### src/logic/igp_consts.svh
// constants for the inverter gate protection block
`ifndef IGP_CONSTS_SVH
`define IGP_CONSTS_SVH
//
// Summary of operation
// - after supply release, wait next input command
// - low-side supply undervoltage forces low-side switches off
// - supply undervoltage or short gives fixed fault pulse
// - high-side bias undervoltage: that switch off, no fault
// - after undervoltage, resume on fresh rising input
// - short circuit turns all low-side switches off
// - low sides held off during fault pulse
// - after fault pulse, low side waits rising input
// - short circuit leaves high-side drives alone
// - gate inputs are active high
// - fault output is open drain, low when active
//
`define IGP_CLK_PERIOD_NS   40
`define IGP_FAULT_PULSE_US  30
`define IGP_FAULT_CYCLES    ((`IGP_FAULT_PULSE_US * 1000 + `IGP_CLK_PERIOD_NS - 1) / `IGP_CLK_PERIOD_NS)
`define IGP_FCNT_W          11
`define IGP_NPHASE          3
`endif

### src/logic/igp_pkg.sv
// types for the inverter gate protection block
package igp_pkg;
  typedef struct packed {
    logic [2:0] high;
    logic [2:0] low;
  } igp_gates_t;
  typedef enum logic [0:0] {IGP_FLT_IDLE, IGP_FLT_PULSE} igp_flt_state_t;
endpackage

### src/logic/igp_gate_protect.sv
// gate protection and gating logic of a three-phase inverter stage
`timescale 1ns/1ps
`include "igp_consts.svh"
module igp_gate_protect
  import igp_pkg::*;
#(
  parameter int FAULT_CYCLES = `IGP_FAULT_CYCLES
) (
  // clock and reset
  input  wire logic       i_sys_clk,
  input  wire logic       i_reset_n,
  // gate commands from controller
  input  wire igp_gates_t i_gate_cmd,
  // supply monitors and short detector
  input  wire logic       i_lowside_supply_uv,
  input  wire logic [2:0] i_highside_bias_uv,
  input  wire logic       i_short_detect,
  // gate drives
  output logic            o_gate_high,
  output igp_gates_t      o_gates,
  // open-drain fault line
  output logic            o_fault_out_n,
  output logic            o_fault_oe
);

  // ****************************************
  // reset release
  // ****************************************
  logic [1:0] rst_sync_r;
  logic       rst_n;
  always_ff @(posedge i_sys_clk or negedge i_reset_n) begin
    if (!i_reset_n) begin
      rst_sync_r <= 2'h0;
    end else begin
      rst_sync_r <= {rst_sync_r[0], 1'b1};
    end
  end
  assign rst_n = rst_sync_r[1];

  // ****************************************
  // input synchronisers
  // ****************************************
  // two-flop synchronisers
  logic [10:0] sync1_r;
  logic [10:0] sync2_r;
  always_ff @(posedge i_sys_clk or negedge rst_n) begin
    if (!rst_n) begin
      sync1_r <= 11'h0;
      sync2_r <= 11'h0;
    end else begin
      sync1_r <= {i_short_detect, i_highside_bias_uv, i_lowside_supply_uv, i_gate_cmd};
      sync2_r <= sync1_r;
    end
  end

  igp_gates_t cmd;
  logic       ls_uv;
  logic [2:0] hs_uv;
  logic       sc;
  assign cmd   = igp_gates_t'(sync2_r[5:0]);
  assign ls_uv = sync2_r[6];
  assign hs_uv = sync2_r[9:7];
  assign sc    = sync2_r[10];

  // sync pipeline carries real samples only from the second edge after release
  logic [1:0] sync_vld_r;
  always_ff @(posedge i_sys_clk or negedge rst_n) begin
    if (!rst_n) begin
      sync_vld_r <= 2'h0;
    end else begin
      sync_vld_r <= {sync_vld_r[0], 1'b1};
    end
  end

  // previous command, for rising edges
  // held at all ones until the pipeline is filled: a command already high at release is not fresh
  igp_gates_t cmd_prev_r;
  always_ff @(posedge i_sys_clk or negedge rst_n) begin
    if (!rst_n) begin
      cmd_prev_r <= '1;
    end else if (sync_vld_r[1]) begin
      cmd_prev_r <= cmd;
    end else begin
      cmd_prev_r <= '1;
    end
  end

  logic [2:0] hi_rise;
  logic [2:0] lo_rise;
  assign hi_rise = cmd.high & ~cmd_prev_r.high;
  assign lo_rise = cmd.low & ~cmd_prev_r.low;

  // ****************************************
  // fault pulse
  // ****************************************
  igp_flt_state_t          flt_state_r;
  logic [`IGP_FCNT_W-1:0]  flt_cnt_r;
  logic                    ls_uv_prev_r;
  logic                    sc_prev_r;
  logic                    flt_trig;
  always_ff @(posedge i_sys_clk or negedge rst_n) begin
    if (!rst_n) begin
      ls_uv_prev_r <= 1'b0;
      sc_prev_r    <= 1'b0;
    end else begin
      ls_uv_prev_r <= ls_uv;
      sc_prev_r    <= sc;
    end
  end
  // trigger on onset of low-side uv or short
  assign flt_trig = (ls_uv & ~ls_uv_prev_r) | (sc & ~sc_prev_r);

  // width set by counter only, not by fault length
  always_ff @(posedge i_sys_clk or negedge rst_n) begin
    if (!rst_n) begin
      flt_state_r <= IGP_FLT_IDLE;
      flt_cnt_r   <= '0;
    end else begin
      case (flt_state_r)
        IGP_FLT_IDLE: begin
          if (flt_trig) begin
            flt_state_r <= IGP_FLT_PULSE;
            flt_cnt_r   <= `IGP_FCNT_W'(FAULT_CYCLES - 1);
          end
        end
        IGP_FLT_PULSE: begin
          if (flt_cnt_r == '0) begin
            flt_state_r <= IGP_FLT_IDLE;
          end else begin
            flt_cnt_r <= flt_cnt_r - 1'b1;
          end
        end
        default: begin
          flt_state_r <= IGP_FLT_IDLE;
        end
      endcase
    end
  end

  logic flt_active;
  assign flt_active = (flt_state_r == IGP_FLT_PULSE);

  // ****************************************
  // gate enables
  // ****************************************
  // enable clears on a blocking condition and sets only on a fresh rising command
  logic [2:0] hi_en_r;
  logic [2:0] lo_en_r;
  logic       lo_block;
  // low sides blocked by uv, short or fault pulse
  assign lo_block = ls_uv | sc | flt_active;

  genvar g;
  generate
    for (g = 0; g < `IGP_NPHASE; g++) begin : g_phase
      // enables start cleared and rearm on rising input
      always_ff @(posedge i_sys_clk or negedge rst_n) begin
        if (!rst_n) begin
          hi_en_r[g] <= 1'b0;
        end else if (hs_uv[g]) begin
          hi_en_r[g] <= 1'b0;
        end else if (hi_rise[g]) begin
          hi_en_r[g] <= 1'b1;
        end
      end
      // low side rearms after pulse on rising input
      always_ff @(posedge i_sys_clk or negedge rst_n) begin
        if (!rst_n) begin
          lo_en_r[g] <= 1'b0;
        end else if (lo_block) begin
          lo_en_r[g] <= 1'b0;
        end else if (lo_rise[g]) begin
          lo_en_r[g] <= 1'b1;
        end
      end
    end
  endgenerate

  // ****************************************
  // outputs
  // ****************************************
  // high side gated only by its own bias monitor
  igp_gates_t gates_nxt;
  always_comb begin
    gates_nxt.low  = cmd.low & (lo_en_r | lo_rise) & {3{~lo_block}};
    gates_nxt.high = cmd.high & (hi_en_r | hi_rise) & ~hs_uv;
  end

  always_ff @(posedge i_sys_clk or negedge rst_n) begin
    if (!rst_n) begin
      o_gates       <= '0;
      o_fault_out_n <= 1'b1;
    end else begin
      o_gates       <= gates_nxt;
      o_fault_out_n <= ~(flt_active | flt_trig);
    end
  end
  assign o_fault_oe  = ~o_fault_out_n;
  assign o_gate_high = |o_gates.high;

  // ****************************************
  // assertions
  // ****************************************
  // helper: length of the current low stretch on the fault line
  logic [`IGP_FCNT_W:0] flt_low_cnt_r;
  always_ff @(posedge i_sys_clk or negedge rst_n) begin
    if (!rst_n) begin
      flt_low_cnt_r <= '0;
    end else if (!o_fault_out_n) begin
      flt_low_cnt_r <= flt_low_cnt_r + 1'b1;
    end else begin
      flt_low_cnt_r <= '0;
    end
  end

  lowside_uv_off_a: assert property (@(posedge i_sys_clk) disable iff (!rst_n)
    ls_uv |=> o_gates.low == 3'h0) else $error("low side on during supply uv");
  short_all_off_a: assert property (@(posedge i_sys_clk) disable iff (!rst_n)
    sc |=> o_gates.low == 3'h0) else $error("low side on during short");
  pulse_hold_a: assert property (@(posedge i_sys_clk) disable iff (!rst_n)
    flt_active |=> o_gates.low == 3'h0) else $error("low side on during fault pulse");
  hs_uv_off_a: assert property (@(posedge i_sys_clk) disable iff (!rst_n)
    |hs_uv |=> (o_gates.high & $past(hs_uv)) == 3'h0) else $error("high side on during bias uv");
  hs_no_fault_a: assert property (@(posedge i_sys_clk) disable iff (!rst_n)
    (!ls_uv && !sc && !$past(ls_uv) && !$past(sc) && flt_state_r == IGP_FLT_IDLE) |=> o_fault_out_n)
    else $error("fault without low side cause");
  fault_start_a: assert property (@(posedge i_sys_clk) disable iff (!rst_n)
    flt_trig && !flt_active |=> !o_fault_out_n [*8]) else $error("fault pulse too short");
  pulse_width_a: assert property (@(posedge i_sys_clk) disable iff (!rst_n)
    $rose(o_fault_out_n) |-> flt_low_cnt_r == (`IGP_FCNT_W+1)'(FAULT_CYCLES + 1)) else $error("fault width wrong");
  rearm_edge_a: assert property (@(posedge i_sys_clk) disable iff (!rst_n)
    $fell(flt_active) && !lo_rise[0] && !lo_en_r[0] |=> !o_gates.low[0]) else $error("low side on without edge");
  hs_untouched_a: assert property (@(posedge i_sys_clk) disable iff (!rst_n)
    (sc && hi_en_r == 3'h7 && hs_uv == 3'h0) |=> o_gates.high == $past(cmd.high))
    else $error("short affected high side");
  od_drive_a: assert property (@(posedge i_sys_clk) disable iff (!rst_n)
    o_fault_oe == !o_fault_out_n) else $error("fault line enable mismatch");

  short_seen_c: cover property (@(posedge i_sys_clk) disable iff (!rst_n) $rose(sc));
  pulse_end_c: cover property (@(posedge i_sys_clk) disable iff (!rst_n) $fell(flt_active));
  hs_uv_c: cover property (@(posedge i_sys_clk) disable iff (!rst_n) $rose(|hs_uv));
  rearm_c: cover property (@(posedge i_sys_clk) disable iff (!rst_n) $rose(lo_en_r[0]));

endmodule

### config.mk
export PLATFORM = sky130hd
export DESIGN_NAME = igp_gate_protect
export DESIGN_NICKNAME = d
export VERILOG_FILES = /design/src/logic/igp_pkg.sv /design/src/logic/igp_gate_protect.sv
export VERILOG_INCLUDE_DIRS = /design/src /design/src/logic
export SDC_FILE = /design/constraint.sdc
export NUM_CORES = 1
export LEC_CHECK = 0
export BUFFER_PORTS_ARGS = -buffer_cell sky130_fd_sc_hd__buf_2
export CAP_MARGIN = 20
export CORE_ASPECT_RATIO = 0.7
export CORE_UTILIZATION = 55
export CTS_BUF_LIST = sky130_fd_sc_hd__clkbuf_16
export DETAILED_ROUTE_END_ITERATION = 16
export PLACE_DENSITY = 0.73
export SETUP_SLACK_MARGIN = 0.4
export SYNTH_ARGS = -nofsm -noshare
export SYNTH_HDL_FRONTEND = slang
export SYNTH_SLANG_ARGS = --single-unit
### constraint.sdc
create_clock -name i_sys_clk -period 1.95 [get_ports i_sys_clk]
set_input_delay 0.0975 -clock i_sys_clk [delete_from_list [all_inputs] [get_ports i_sys_clk]]
set_output_delay 0.0975 -clock i_sys_clk [all_outputs]
set_load 0.01 [all_outputs]
==> summary.md <==
| Metric | Value |
|---|---|
| Final GP Congestion | `0.913` |
| Fraction of final layout cells sized beyond drive strength 1 | `35.5%` |
| Sequential share of the synthesized area | `72.8%` |
| PortBufs | `21` |
| Seq pwr share | `46.1%` |
| CTS tree | `yes` |
| Number of global-route vias before repair | `1330` |
| Number of fillers in the final layout | `202` |
| Clock transition at the registers of the reported paths | `0.05 ns` |
| Ys async rst share | `100%` |
| Crit path arrival time | `1.92 ns` |
| Lkg Pwr | `1.31 nW` |
| H-tree depth | `3` |
| Setup violations, final | `0` |
| Fin crit period | `1.73 ns` |
| Mapped Cells | `155` |
| Slew Viols, Final | `0` |
| Root Buffer | `clkbuf_16` |
| Cell breakdown of the critical path | `inv_1, ha_2, or3b_4, or3_4, nor2_4, o32ai_2` |
| VDD IR max | `0.00108 V` |
| CTS Buffer Depth | `2` |
| N_diodes | `0` |
| Data required, critical path | `2.14 ns` |
| Synth area leaders | `dfrtp_1 (64%), dfstp_2 (9.0%), nand2b_1 (2.8%)` |
| Largest net degree at the start of global routing | `40` |
| Fin crit share | `88.5%` |
| Num rows | `18` |
| Initial core utilization | `57.7%` |
| Skew final | `0.00659 ns` |
| Die height | `53.0 um` |
| Residual DRC count | `0` |
| Fin Setup TNS | `0 ns` |
| Yosys warns | `0` |
| ANT nets after route | `0` |
| CP bufs+invs | `1` |
| Largest delay share family, worst path | `simple AND/OR/NAND/NOR gates` |
| Post-synth top cells | `dfrtp_1 (52), inv_1 (12), nor2_1 (11), a21oi_1 (9), nand2b_1 (9)` |
| CTS Buf Count | `9` |
| Max stage delay on crit path | `0.40 ns` |
| Status | `completed` |
| Overall power | `3.28 mW` |
| Die Area | `0.00396 mm2` |
| Worst setup path category | `reg -> reg` |
| Dominant synthesized flop cell | `dfrtp_1` |
| Clk sinks | `59` |
| Final hold vios | `0` |
| Most common cell in the netlist | `dfrtp_1` |
| DRT iter0 DRCs | `161` |
| Switching portion of total power | `25.9%` |
| Skew-Pair Late Insertion Delay | `0.32 ns` |
| Drt first pass iters | `4` |
| Top-area cell type share of the netlist area | `63.8%` |
| Gr usage total | `23.7%` |
| CP max FO | `4` |
| Initial antenna violation count | `0` |
| Mean Syn Cell Area | `13.2 um2` |
| DP HPWL | `2.25 mm` |
| Worst setup EP type | `register` |
| Register-to-register path setup slack | `0.22 ns` |
| Via Count | `1399` |
| Wire length of the first global-routing pass | `6.34 mm` |
| RSZ-0062 raised after global routing | `true` |
| Layout area overhead | `38.8%` |
| Routed WL | `4.23 mm` |
| Max-cap viol count | `0` |
| Final nets | `226` |
| I/O pin count | `22` |
| Crit start category | `register` |
| Core area | `0.00354 mm2` |
| NetSw | `0.847 mW` |
| Remaining Overflow, GRT | `0` |
| Power Dens Cells | `1160 mW/mm2` |
| Post-Syn Area | `0.00204 mm2` |
| Die X | `74.8 um` |
| Int Pwr | `2.43 mW` |
| Via density | `5.24` |
| Logic pwr share | `14.1%` |
| Part of the power in the clock network | `39.7%` |
| FF+latch count, synth | `59` |
| Worst path slowest cell | `or3b_4` |
| Synth area leader | `dfrtp_1` |
| Fmax | `579 MHz` |
| Netlist cell types | `32` |
| EDFF count, synth | `0` |
| Final core occ | `80.1%` |
| Wirelength per Cell | `15.8 um` |
| Min-delay worst type | `in -> async` |
[power by group through the flow]
stage	Clock, mW	Combinational, mW	Sequential [mW]
final	1.30	0.463	1.51
after global placement	0	0.226	1.48
after floorplan	0	0.166	1.47
after CTS	1.33	0.376	1.47
after global routing	1.40	0.500	1.52
after detailed placement	0	0.245	1.49
[kinds of logic (layout without fill, tap and decap cells)]
logic type	after synthesis	count (layout)	synth area share, %
flops	59	59	72.8
simple gates	51	52	14.7
compound gates	28	28	8.89
buf+inv	15	75	2.88
fa+ha+maj	1	1	0.613
other cells	1	2	0.184
[per-layer routing]
metal  global-route usage, %  vias to the layer above  share of wire, %
met1                    30.0                      695                44
met3                    10.1                        7               5.2
met4                    11.0                        0               1.1
met2                    35.3                       46                49
li1                        -                      651                 -
met5                       0                        -                 0
[cells in the final DEF (no fill, tap or decap), drive strengths merged, types with 6 or more instances in the layout]
master,instances
buf,35
dfrtp,52
a21oi,9
and2,6
nand2b,9
clkbuf,9
o21ai,6
dlygate4sd3,12
dfstp,7
nor2,11
inv,14
[metrics by stage]
step / hold slack (ns) / instances / cell area, um2 / setup WS (ns)
final: 0.0925 / 267 / 2830 / 0.224
after global routing: 0.0792 / 267 / 2830 / 0.182
after CTS: 0.0795 / 261 / 2720 / 0.291
after detailed placement: -0.113 / 226 / 2230 / 0.0860
after global placement: -0.119 / 226 / 2230 / 0.239
after floorplan: -0.198 / 156 / 2050 / 0.314
[registers in the layout, indices dropped and copies added (netlist names)]
register	flops
cmd_prev_r	6
flt_active	1
flt_cnt_r	11
hi_en_r	3
lo_en_r	3
ls_uv_prev_r	1
o_fault_out_n	1
o_gates	6
rst_sync_r	2
sc_prev_r	1
sync1_r	11
sync2_r	11
sync_vld_r	2
[final cells by class]
type	count	area (um2)	share of cell area, %
timing repair buffer	47	347	12.2
tap	50	62.6	2.21
clock inverter	7	27.5	0.972
sequential	59	1490	52.6
clock buffer	9	225	7.95
multi-input combinational	83	636	22.4
inverter	12	45.0	1.59
[worst reg2reg max path, cell delays in order, from the launching register on]
cell	delay (ns)
dfrtp_1	0.38
inv_1	0.08
ha_2	0.19
or3b_4	0.40
or3_4	0.37
nor2_4	0.11
o32ai_2	0.06
[timing repair]
item / in CTS / in global routing
hold endpoints to repair: 13 / 0
resized for setup: 14 / 15
cloned: 0 / 1
pin swaps: 5 / 2
hold buffers: 12 / 0
setup endpoints to repair: 11 / 12
buffers inserted: 7 / 5
[worst paths after layout]
| kind | endpoint | start | cells after the start |
|---|---|---|---|
| min | rst_sync_r[1] | i_reset_n | 2 |
| min in group i_sys_clk | sync2_r[10] | sync1_r[10] | 0 |
| min reg2reg | sync2_r[10] | rst_sync_r[1] | 0 |
| max reg2reg | flt_cnt_r[8] | flt_cnt_r[0] | 6 |
| max | flt_cnt_r[8] | flt_cnt_r[0] | 6 |
| max in group asynchronous | cmd_prev_r[4] | rst_sync_r[1] | 1 |
No activity file was read; power rests on OpenSTA's default activity.
